<file path="config.mk">
export PLATFORM = sky130hd
export DESIGN_NAME = fss_fault_select
export DESIGN_NICKNAME = d
export VERILOG_FILES = /design/src/rtl/fss_pkg.sv /design/src/rtl/fss_any_reduce.sv /design/src/rtl/fss_state_match.sv /design/src/rtl/fss_fault_select.sv
export SDC_FILE = /design/constraint.sdc
export NUM_CORES = 1
export LEC_CHECK = 0
export BUFFER_PORTS_ARGS = -buffer_cell sky130_fd_sc_hd__buf_4
export CORE_ASPECT_RATIO = 1.2
export CORE_MARGIN = 4
export CORE_UTILIZATION = 46
export DETAILED_ROUTE_END_ITERATION = 12
export GPL_TIMING_DRIVEN = 0
export HOLD_SLACK_MARGIN = 0.08
export PLACE_DENSITY = 0.84
export SYNTH_ARGS = -nofsm -noshare
export SYNTH_HDL_FRONTEND = slang
export SYNTH_SLANG_ARGS = --single-unit
</file>
<file path="constraint.sdc">
create_clock -name clk_i -period 1.87 [get_ports clk_i]
set_clock_uncertainty 0.1 [all_clocks]
set_input_delay 0.4675 -clock clk_i [delete_from_list [all_inputs] [get_ports clk_i]]
set_output_delay 0.4675 -clock clk_i [all_outputs]
set_load 0.01 [all_outputs]
</file>
<file path="src/rtl/fss_pkg.sv">
// Package: register map, field positions, reset values and encodings
package fss_pkg;

  // ----------------------------------------------------------------
  // Register offsets
  // ----------------------------------------------------------------
  localparam logic [7:0] ADDR_TFB_STATUS = 8'h1C;
  localparam logic [7:0] ADDR_SEL_LATCHED = 8'h1D;
  localparam logic [7:0] ADDR_SEL_LIVE = 8'h1E;
  localparam logic [7:0] ADDR_CLIP_MEM = 8'h18;

  // ----------------------------------------------------------------
  // Reset values
  // ----------------------------------------------------------------
  localparam logic [7:0] RST_TFB_STATUS = 8'h00;
  localparam logic [7:0] RST_SEL_LATCHED = 8'h17;
  localparam logic [7:0] RST_SEL_LIVE = 8'h00;

  // ----------------------------------------------------------------
  // Field positions, latched selection register
  // ----------------------------------------------------------------
  localparam int SL_PROT_SHUTDOWN = 6;
  localparam int SL_CLOCK_LOSS = 5;
  localparam int SL_OVER_TEMP = 4;
  localparam int SL_SUPPLY = 3;
  localparam int SL_DC_OFFSET = 2;
  localparam int SL_OVERCURRENT = 1;
  localparam int SL_CURRENT_LIMIT = 0;

  // ----------------------------------------------------------------
  // Field positions, live selection register
  // ----------------------------------------------------------------
  localparam int SV_WARNING = 6;
  localparam int SV_CLOCK_LOSS = 5;
  localparam int SV_OVER_TEMP = 4;
  localparam int SV_SUPPLY = 3;
  localparam int SV_LOAD_DIAG = 0;

  // ----------------------------------------------------------------
  // Attenuation code field and limits, protective-shutdown state code, clip width
  // ----------------------------------------------------------------
  localparam int TFB_ATTEN_W = 5;
  localparam logic [4:0] TFB_ATTEN_MAX = 5'h18;
  localparam logic [2:0] STATE_PROT_SHUTDOWN = 3'h5;
  localparam int CLIP_W = 4;

  // Bus access kinds
  typedef enum logic [1:0] {
    FSS_ACC_IDLE = 2'b00,
    FSS_ACC_READ = 2'b01,
    FSS_ACC_WRITE = 2'b10
  } fss_acc_e;

endpackage : fss_pkg

</file>
<file path="src/rtl/fss_any_reduce.sv">
// Per-channel OR reduction of one group of flag bits
module fss_any_reduce #(
  parameter int CH = 4,
  parameter int W = 1
) (
  input wire logic [CH*W-1:0] flags_i,
  output logic any_o
);

  // ----------------------------------------------------------------
  // Elaboration checks
  // ----------------------------------------------------------------
  if (CH < 1 || W < 1)
  begin : g_bad
    $error("fss_any_reduce: CH and W must be at least 1");
  end

  // ----------------------------------------------------------------
  // Reduction
  // ----------------------------------------------------------------
  wire logic [CH-1:0] ch_any;
  genvar gi;
  // One term per channel
  for (gi = 0; gi < CH; gi++)
  begin : g_ch
    assign ch_any[gi] = |flags_i[gi*W +: W];
  end
  assign any_o = |ch_any;

endmodule : fss_any_reduce

</file>
<file path="src/rtl/fss_state_match.sv">
// Detects any channel whose state code equals a given value
module fss_state_match #(
  parameter int CH = 4,
  parameter logic [2:0] CODE = 3'h5
) (
  input wire logic [CH*3-1:0] state_i,
  output logic match_o
);

  // ----------------------------------------------------------------
  // Elaboration checks
  // ----------------------------------------------------------------
  if (CH < 1)
  begin : g_bad
    $error("fss_state_match: CH must be at least 1");
  end

  // ----------------------------------------------------------------
  // Compare
  // ----------------------------------------------------------------
  wire logic [CH-1:0] hit;
  genvar gi;
  // Per channel equality
  for (gi = 0; gi < CH; gi++)
  begin : g_ch
    assign hit[gi] = (state_i[gi*3 +: 3] == CODE);
  end
  assign match_o = |hit;

endmodule : fss_state_match

</file>
<file path="src/rtl/fss_fault_select.sv">
// Fault signal source selection, thermal foldback status and clip memory
//
// Contract
// - Foldback attenuation reads as 5-bit code, 0.5 dB steps, 0 to 24.
// - Latched bit 6 raises fault while any channel state code is 101.
// - Latched bit 5 raises fault while stored clock-loss flag is set.
// - Latched bit 4, reset 1, raises fault on any stored over-temp shutdown.
// - Latched bit 3 raises fault on any stored supply fault.
// - Latched bit 2, reset 1, raises fault on any stored DC-offset fault.
// - Latched bit 1, reset 1, raises fault on any stored overcurrent fault.
// - Latched bit 0, reset 1, raises fault on any stored current-limit fault.
// - Live bit 6 raises fault while warning signal is active.
// - Live bit 5 raises fault while live clock-loss status is set.
// - Live bit 4 raises fault while any live over-temp shutdown is set.
// - Live bit 3 raises fault while any live supply status is set.
// - Live bit 0 raises fault while any load diagnostic is incomplete.
// - Clip-event memory clears to zero when read; an event in the reading cycle still sets its bit.
module fss_fault_select #(
  parameter int CH = 4
) (
  input wire logic clk_i,
  input wire logic rst_n_i,
  // Register port from the serial interface
  input wire logic reg_rd_i,
  input wire logic reg_wr_i,
  input wire logic [7:0] reg_addr_i,
  input wire logic [7:0] reg_wdata_i,
  output logic [7:0] reg_rdata_o,
  output logic reg_hit_o,
  // Thermal foldback
  input wire logic [4:0] thermal_foldback_attenuation_i,
  // Channel state codes, three bits each
  input wire logic [CH*3-1:0] ch_state_i,
  // Stored fault flags
  input wire logic clock_loss_stored_i,
  input wire logic [CH-1:0] ch_over_temp_shutdown_stored_i,
  input wire logic over_temp_shutdown_stored_i,
  input wire logic battery_undervoltage_stored_i,
  input wire logic battery_overvoltage_stored_i,
  input wire logic power_stage_undervoltage_stored_i,
  input wire logic power_stage_overvoltage_stored_i,
  input wire logic digital_supply_power_on_reset_stored_i,
  input wire logic gate_drive_supply_error_stored_i,
  input wire logic [CH-1:0] dc_offset_error_stored_i,
  input wire logic [CH-1:0] overcurrent_error_stored_i,
  input wire logic [CH-1:0] current_limit_error_stored_i,
  // Live status flags
  input wire logic warning_active_i,
  input wire logic clock_loss_i,
  input wire logic [CH-1:0] ch_over_temp_shutdown_i,
  input wire logic over_temp_shutdown_i,
  input wire logic battery_undervoltage_i,
  input wire logic battery_overvoltage_i,
  input wire logic power_stage_undervoltage_i,
  input wire logic power_stage_overvoltage_i,
  input wire logic gate_drive_supply_error_i,
  input wire logic [CH-1:0] load_diag_completion_i,
  // Clip events, one-cycle pulses per channel
  input wire logic [CH-1:0] clip_event_i,
  output logic [CH-1:0] clip_stored_o,
  // Fault indication, high when a fault is flagged
  output logic fault_o
);

  // ----------------------------------------------------------------
  // Elaboration checks
  // ----------------------------------------------------------------
  if (CH < 1 || CH > fss_pkg::CLIP_W)
  begin : g_bad
    $error("fss_fault_select: CH must be 1 to 4");
  end

  // ----------------------------------------------------------------
  // Register state
  // ----------------------------------------------------------------
  logic [6:0] sel_latched_r;
  logic [6:0] sel_live_r;
  logic [4:0] atten_r;
  logic [CH-1:0] clip_mem_r;
  logic [CH-1:0] clip_mem_nxt;
  logic fault_r;
  logic [7:0] rdata_r;
  logic [7:0] rdata_nxt;
  logic hit_r;

  // ----------------------------------------------------------------
  // Address decode
  // ----------------------------------------------------------------
  wire logic sel_tfb = (reg_addr_i == fss_pkg::ADDR_TFB_STATUS);
  wire logic sel_lat = (reg_addr_i == fss_pkg::ADDR_SEL_LATCHED);
  wire logic sel_liv = (reg_addr_i == fss_pkg::ADDR_SEL_LIVE);
  wire logic sel_clip = (reg_addr_i == fss_pkg::ADDR_CLIP_MEM);
  wire logic any_sel = sel_tfb | sel_lat | sel_liv | sel_clip;
  wire logic wr_lat = reg_wr_i & sel_lat;
  wire logic wr_liv = reg_wr_i & sel_liv;
  wire logic rd_clip = reg_rd_i & sel_clip;

  // Access kind, read wins if both strobes arrive together
  wire fss_pkg::fss_acc_e acc = reg_rd_i ? fss_pkg::FSS_ACC_READ :
                                reg_wr_i ? fss_pkg::FSS_ACC_WRITE : fss_pkg::FSS_ACC_IDLE;

  // ----------------------------------------------------------------
  // Source reduction
  // ----------------------------------------------------------------
  logic prot_shutdown_any;
  logic ot_stored_ch_any;
  logic dc_any;
  logic oc_any;
  logic il_any;
  logic ot_live_ch_any;
  logic ldg_done_all;

  fss_state_match #(.CH(CH), .CODE(fss_pkg::STATE_PROT_SHUTDOWN)) u_prot (
    .state_i(ch_state_i),
    .match_o(prot_shutdown_any)
  );
  fss_any_reduce #(.CH(CH), .W(1)) u_ot_st (
    .flags_i(ch_over_temp_shutdown_stored_i),
    .any_o(ot_stored_ch_any)
  );
  fss_any_reduce #(.CH(CH), .W(1)) u_dc (
    .flags_i(dc_offset_error_stored_i),
    .any_o(dc_any)
  );
  fss_any_reduce #(.CH(CH), .W(1)) u_oc (
    .flags_i(overcurrent_error_stored_i),
    .any_o(oc_any)
  );
  fss_any_reduce #(.CH(CH), .W(1)) u_il (
    .flags_i(current_limit_error_stored_i),
    .any_o(il_any)
  );
  fss_any_reduce #(.CH(CH), .W(1)) u_ot_lv (
    .flags_i(ch_over_temp_shutdown_i),
    .any_o(ot_live_ch_any)
  );
  assign ldg_done_all = &load_diag_completion_i;

  // Grouped supply sources
  wire logic supply_stored_any = battery_undervoltage_stored_i | battery_overvoltage_stored_i |
                                 power_stage_undervoltage_stored_i |
                                 power_stage_overvoltage_stored_i |
                                 digital_supply_power_on_reset_stored_i |
                                 gate_drive_supply_error_stored_i;
  wire logic supply_live_any = battery_undervoltage_i | battery_overvoltage_i |
                               power_stage_undervoltage_i | power_stage_overvoltage_i |
                               gate_drive_supply_error_i;

  // ----------------------------------------------------------------
  // Gated fault terms
  // ----------------------------------------------------------------
  wire logic t_prot = sel_latched_r[fss_pkg::SL_PROT_SHUTDOWN] & prot_shutdown_any;
  wire logic t_clk_st = sel_latched_r[fss_pkg::SL_CLOCK_LOSS] & clock_loss_stored_i;
  wire logic t_ot_st = sel_latched_r[fss_pkg::SL_OVER_TEMP] &
                       (ot_stored_ch_any | over_temp_shutdown_stored_i);
  wire logic t_sup_st = sel_latched_r[fss_pkg::SL_SUPPLY] & supply_stored_any;
  wire logic t_dc = sel_latched_r[fss_pkg::SL_DC_OFFSET] & dc_any;
  wire logic t_oc = sel_latched_r[fss_pkg::SL_OVERCURRENT] & oc_any;
  wire logic t_il = sel_latched_r[fss_pkg::SL_CURRENT_LIMIT] & il_any;
  wire logic t_warn = sel_live_r[fss_pkg::SV_WARNING] & warning_active_i;
  wire logic t_clk_lv = sel_live_r[fss_pkg::SV_CLOCK_LOSS] & clock_loss_i;
  wire logic t_ot_lv = sel_live_r[fss_pkg::SV_OVER_TEMP] &
                       (ot_live_ch_any | over_temp_shutdown_i);
  wire logic t_sup_lv = sel_live_r[fss_pkg::SV_SUPPLY] & supply_live_any;
  wire logic t_ldg = sel_live_r[fss_pkg::SV_LOAD_DIAG] & ~ldg_done_all;

  // Combined indication
  wire logic fault_nxt = t_prot | t_clk_st | t_ot_st | t_sup_st | t_dc | t_oc | t_il |
                         t_warn | t_clk_lv | t_ot_lv | t_sup_lv | t_ldg;

  // ----------------------------------------------------------------
  // Clip memory next value
  // ----------------------------------------------------------------
  // A read clears the memory but a same-cycle event still sets it
  always_comb
  begin
    clip_mem_nxt = rd_clip ? '0 : clip_mem_r;
    clip_mem_nxt = clip_mem_nxt | clip_event_i;
  end

  // ----------------------------------------------------------------
  // Read data
  // ----------------------------------------------------------------
  always_comb
  begin
    rdata_nxt = 8'h00;
    if (sel_tfb)
    begin
      rdata_nxt = {3'h0, atten_r};
    end
    else if (sel_lat)
    begin
      rdata_nxt = {1'b0, sel_latched_r};
    end
    else if (sel_liv)
    begin
      rdata_nxt = {1'b0, sel_live_r[6:3], 2'b00, sel_live_r[0]};
    end
    else if (sel_clip)
    begin
      rdata_nxt = {{(8 - CH){1'b0}}, clip_mem_r};
    end
  end

  // ----------------------------------------------------------------
  // Selection registers
  // ----------------------------------------------------------------
  always_ff @(posedge clk_i or negedge rst_n_i)
  begin
    if (!rst_n_i)
    begin
      sel_latched_r <= fss_pkg::RST_SEL_LATCHED[6:0];
      sel_live_r <= fss_pkg::RST_SEL_LIVE[6:0];
    end
    else
    begin
      if (wr_lat && acc == fss_pkg::FSS_ACC_WRITE)
      begin
        sel_latched_r <= reg_wdata_i[6:0];
      end
      if (wr_liv && acc == fss_pkg::FSS_ACC_WRITE)
      begin
        sel_live_r <= {reg_wdata_i[6:3], 2'b00, reg_wdata_i[0]};
      end
    end
  end

  // ----------------------------------------------------------------
  // Attenuation capture
  // ----------------------------------------------------------------
  // Clamp out-of-range codes to the deepest step
  wire logic atten_over = (thermal_foldback_attenuation_i > fss_pkg::TFB_ATTEN_MAX);
  wire logic [4:0] atten_nxt = atten_over ? fss_pkg::TFB_ATTEN_MAX :
                               thermal_foldback_attenuation_i;
  always_ff @(posedge clk_i or negedge rst_n_i)
  begin
    if (!rst_n_i)
    begin
      atten_r <= fss_pkg::RST_TFB_STATUS[4:0];
    end
    else
    begin
      atten_r <= atten_nxt;
    end
  end

  // ----------------------------------------------------------------
  // Clip memory
  // ----------------------------------------------------------------
  always_ff @(posedge clk_i or negedge rst_n_i)
  begin
    if (!rst_n_i)
    begin
      clip_mem_r <= '0;
    end
    else
    begin
      clip_mem_r <= clip_mem_nxt;
    end
  end

  // ----------------------------------------------------------------
  // Fault output
  // ----------------------------------------------------------------
  // Registered so the pin never glitches while sources settle
  always_ff @(posedge clk_i or negedge rst_n_i)
  begin
    if (!rst_n_i)
    begin
      fault_r <= 1'b0;
    end
    else
    begin
      fault_r <= fault_nxt;
    end
  end

  // ----------------------------------------------------------------
  // Read data register
  // ----------------------------------------------------------------
  // Only a read refreshes the data, so it stands until the next read
  always_ff @(posedge clk_i or negedge rst_n_i)
  begin
    if (!rst_n_i)
    begin
      rdata_r <= 8'h00;
    end
    else
    begin
      if (acc == fss_pkg::FSS_ACC_READ)
      begin
        rdata_r <= rdata_nxt;
      end
    end
  end

  // ----------------------------------------------------------------
  // Access acknowledge
  // ----------------------------------------------------------------
  // High for one cycle after any access to a mapped place
  wire logic hit_nxt = (acc != fss_pkg::FSS_ACC_IDLE) & any_sel;
  always_ff @(posedge clk_i or negedge rst_n_i)
  begin
    if (!rst_n_i)
    begin
      hit_r <= 1'b0;
    end
    else
    begin
      hit_r <= hit_nxt;
    end
  end

  assign reg_rdata_o = rdata_r;
  assign reg_hit_o = hit_r;
  assign clip_stored_o = clip_mem_r;
  assign fault_o = fault_r;

endmodule : fss_fault_select

</file>
==> results list <==
- Status: finished, final reports clean
- Type of the most critical hold path: input port to register
* RSZ-0062 raised after global routing: no
- The number of nets in the synthesized netlist is 224.
* Ordered cell list for the critical path: buf_4, nor3b_2, and2_4, buf_6, and3_4, buf_6, mux2_4
- Summed over all failing endpoints, the final setup total negative slack is 0 ns.
- In this run the number of H-tree levels came out at 2.
* Count of final max-slew check failures: 0
- The first global-routing pass estimated between 6000 and 7000 um of wire.
* Final worst path period share: between 90 and 100%
* Source-to-sink clock delay at the later pin of the worst-skew pair: 0.28 ns
- between 90 and 100 I/O pins were placed.
- Aggregate global-route resource usage: between 20% and 30%
- From synthesis to final layout, the design area changed by 53.76%.
* Post-synthesis instance area: 1580 um^2
- After the last flow step, the layout net total stands at 323.
- Peak clock frequency supported by timing: 589.3 MHz
* Horizontal die dimension: 61.51 um
* Syn Area/Cell: 11.05 um^2
- Effective utilization at floorplan: 47.34%
* FF+latch count, synth: 30
- Pin count of the biggest net entering global routing: 31
* DIE AREA: ~4400 um^2
- For this block, the initial DRC count from the detailed router was 38.
* Number of optimization iterations in the first detailed-route pass: 4
- Final hold violations: 0
- Leakage power figure: 0.001189 uW
* TritonCTS Sinks: 30
- Capturing element type of the critical path: register
- The floorplan step defined a core boundary enclosing about 3300 um^2.
* Clock-pin slew of the registers on the worst-case setup and hold paths: 0.06 ns
* Critical path startpoint category: input port
- After floorplanning, the core was divided into 23 placement rows.
- Most frequent cell on the critical path: sky130_fd_sc_hd__buf_6
- The count of buffers added on input and output ports is about 90.
- Yosys mapped the design onto 41 distinct sky130hd cell types.
* Remaining Overflow, GRT: 0
- Worst Reg-to-Reg Cells: 4
- Cell with the biggest individual delay on the critical path: sky130_fd_sc_hd__mux2_4
- By area the synthesized netlist is led by sky130_fd_sc_hd__dfrtp_1 (41%), sky130_fd_sc_hd__dfstp_2 (6.7%), sky130_fd_sc_hd__mux2_4 (6.7%).
- The clock passes through at most 2 buffers.
- Leaving out filler cells and counting taps, the final layout contains 280.
* RePlAce Congestion: 0.7978
- Data arrives at the worst endpoint at about 1.8 ns.
- Yosys printed 0 warnings.
- Cell accounting for the most synthesized area: sky130_fd_sc_hd__dfrtp_1
- Post-layout minimum cycle time: 1.697 ns
- Overall power consumption after layout is estimated at roughly 1500 uW.
- At the placement stage, the worst setup path has a slack of -0.09194 ns.
- Aggregate routed wire length: 4221 um
* Worst voltage drop across the vdd grid: between 0.6 and 0.7 mV
* Final setup violation count: 0
* Dpl cells: 271
* Die height: 72.21 um
* Setup CP Type: input port to register
* Antenna diode count: 0
- The detailed router placed 1,503 vias in this run.
- Data required time at the worst endpoint: roughly 1.9 ns
* Post-route antenna net violation count: 0
- Most instantiated flip-flop cell in the synthesis netlist: sky130_fd_sc_hd__dfrtp_1
* Via count of the first global-routing pass: 1,531
- The synthesized design contains 0 enable-type register cells.
* Average via count per standard cell: 5.368
* Wire length per cell after detailed routing: ~15 um
* Smallest setup slack after layout: 0.1729 ns
* Yosys top cell area share: ~40%
- Sequential cells were found to cover a little under half of the synthesized design area.
* Number of instances in the synthesized netlist: 143
* Antenna violations before repair: 0
- TritonCTS built the clock tree.
* Delay of the slowest cell on the worst path: 0.30 ns
- The number of clock buffers added by TritonCTS is 5.
- Root Buffer Master: sky130_fd_sc_hd__clkbuf_8
* Max-cap violation count: 0
* Share of flip-flops with an asynchronous set or reset after synthesis: 100.0%
* Hold path cells: 2
- Total power density per cell area: about 620 nW/um^2
- Worst-path maximum fanout: 10
* Number of remaining DRC errors: 0
- The post-route netlist has 51.44% of its cells at a drive strength greater than 1.
==> stage by stage <==
step / instance area (um^2) / utilization (%) / hold slack [ns]
after floorplan: 1580 / - / 0.07191
after global placement: 2310 / 69.19 / 0.3052
after detailed placement: 2310 / 69.19 / 0.3095
after CTS: 2430 / 72.79 / 0.2640
after global routing: 2430 / 72.79 / 0.2673
final: 2430 / 72.79 / 0.2645
==> registers in the layout, summed over array words and instances, names as in the netlist <==
name	cells
reg_rdata_o	7
sel_latched_r	7
atten_r	5
sel_live_r	5
clip_stored_o	4
fault_o	1
reg_hit_o	1
==> layout make-up <==
cell class,count,area [um^2]
fill,252,908.4
sequential,30,755.7
multi-input combinational,99,743.2
timing repair buffer,92,693.2
clock buffer,8,110.1
buffer,9,62.56
tap,37,46.29
inverter,5,18.77
==> cell families (layout without fill, tap and decap cells) <==
kind of cell	Yosys count	after routing	synth area share, %
DFF	30	30	47.82
muxes	13	13	10.85
other	1	1	0.2373
AOI/OAI and AO/OA	35	35	15.99
and+or+nand+nor	49	49	19.32
buffers and inverters	14	114	5.146
adders and majority gates	1	1	0.6334
==> layout by cell type (no fill, tap or decap), drive strengths merged <==
| master | count |
|---|---|
| buf | 96 |
| or3b | 2 |
| and2 | 4 |
| clkbuf | 12 |
| dlygate4sd3 | 1 |
| dfrtp | 26 |
| o31ai | 5 |
| a41o | 1 |
| o2111ai | 2 |
| maj3 | 1 |
| o211a | 1 |
| o21ai | 8 |
| nand2 | 15 |
| a31oi | 2 |
| a2bb2oi | 2 |
| a22o | 2 |
| dfstp | 4 |
| o22ai | 1 |
| nand4 | 7 |
| inv | 5 |
| o41ai | 1 |
| or4 | 6 |
| a21o | 4 |
| nor2 | 3 |
| and2b | 1 |
| nor3b | 1 |
| a21oi | 2 |
| nor2b | 5 |
| mux2 | 12 |
| mux2i | 1 |
| a21boi | 2 |
| nand3b | 1 |
| and3 | 4 |
| conb | 1 |
| a222oi | 2 |
==> path summary, 6_finish.rpt <==
path | start | to | slack [ns]
max reg2reg | clip_stored_o[3] | reg_rdata_o[3] | 0.42
max in group asynchronous | rst_n_i | sel_latched_r[4] | 0.82
min | clip_event_i[0] | clip_stored_o[0] | 0.26
max | reg_addr_i[7] | sel_latched_r[3] | 0.17
min reg2reg | reg_rdata_o[2] | reg_rdata_o[2] | 0.40
min in group asynchronous | rst_n_i | reg_rdata_o[1] | 0.54
==> where the power goes <==
part	leakage, uW	switching, uW	internal [uW]
sequential	0.000372	10.3	670
clock	0.0000575	230	371
combinational	0.000760	85.5	151
total	0.00119	326	1190
==> synth_stat cells, drive strengths merged (3+ instances only) <==
library cell and count:
buf 5, and3 4, inv 5, dfrtp 26, mux2 12, dfstp 4
nand4 7, a21o 4, nand2 15, and2 4, nor2b 5, clkbuf 4
o21ai 8, nor2 3, o31ai 5, or4 6
==> layer usage <==
layer	wire length, um	vias to the layer above	track usage (%)
met2	2250	58	33.41
li1	-	726	-
met4	76	0	7.075
met1	1587	708	23.97
met3	306	11	6.940
met5	0	-	0
==> worst max-delay path: cells and delay by family <==
family | cells | cell delay (ns)
simple gates | 3 | 0.60
buf+inv | 3 | 0.39
mux | 1 | 0.30
==> repair_timing <==
item / in CTS / in global routing
hold buffers: 1 / 0
gates resized for setup: 0 / 0
endpoints found under the hold margin: 26 / 0
buffers inserted: 0 / 0
Power figures use the tool's default switching activity.
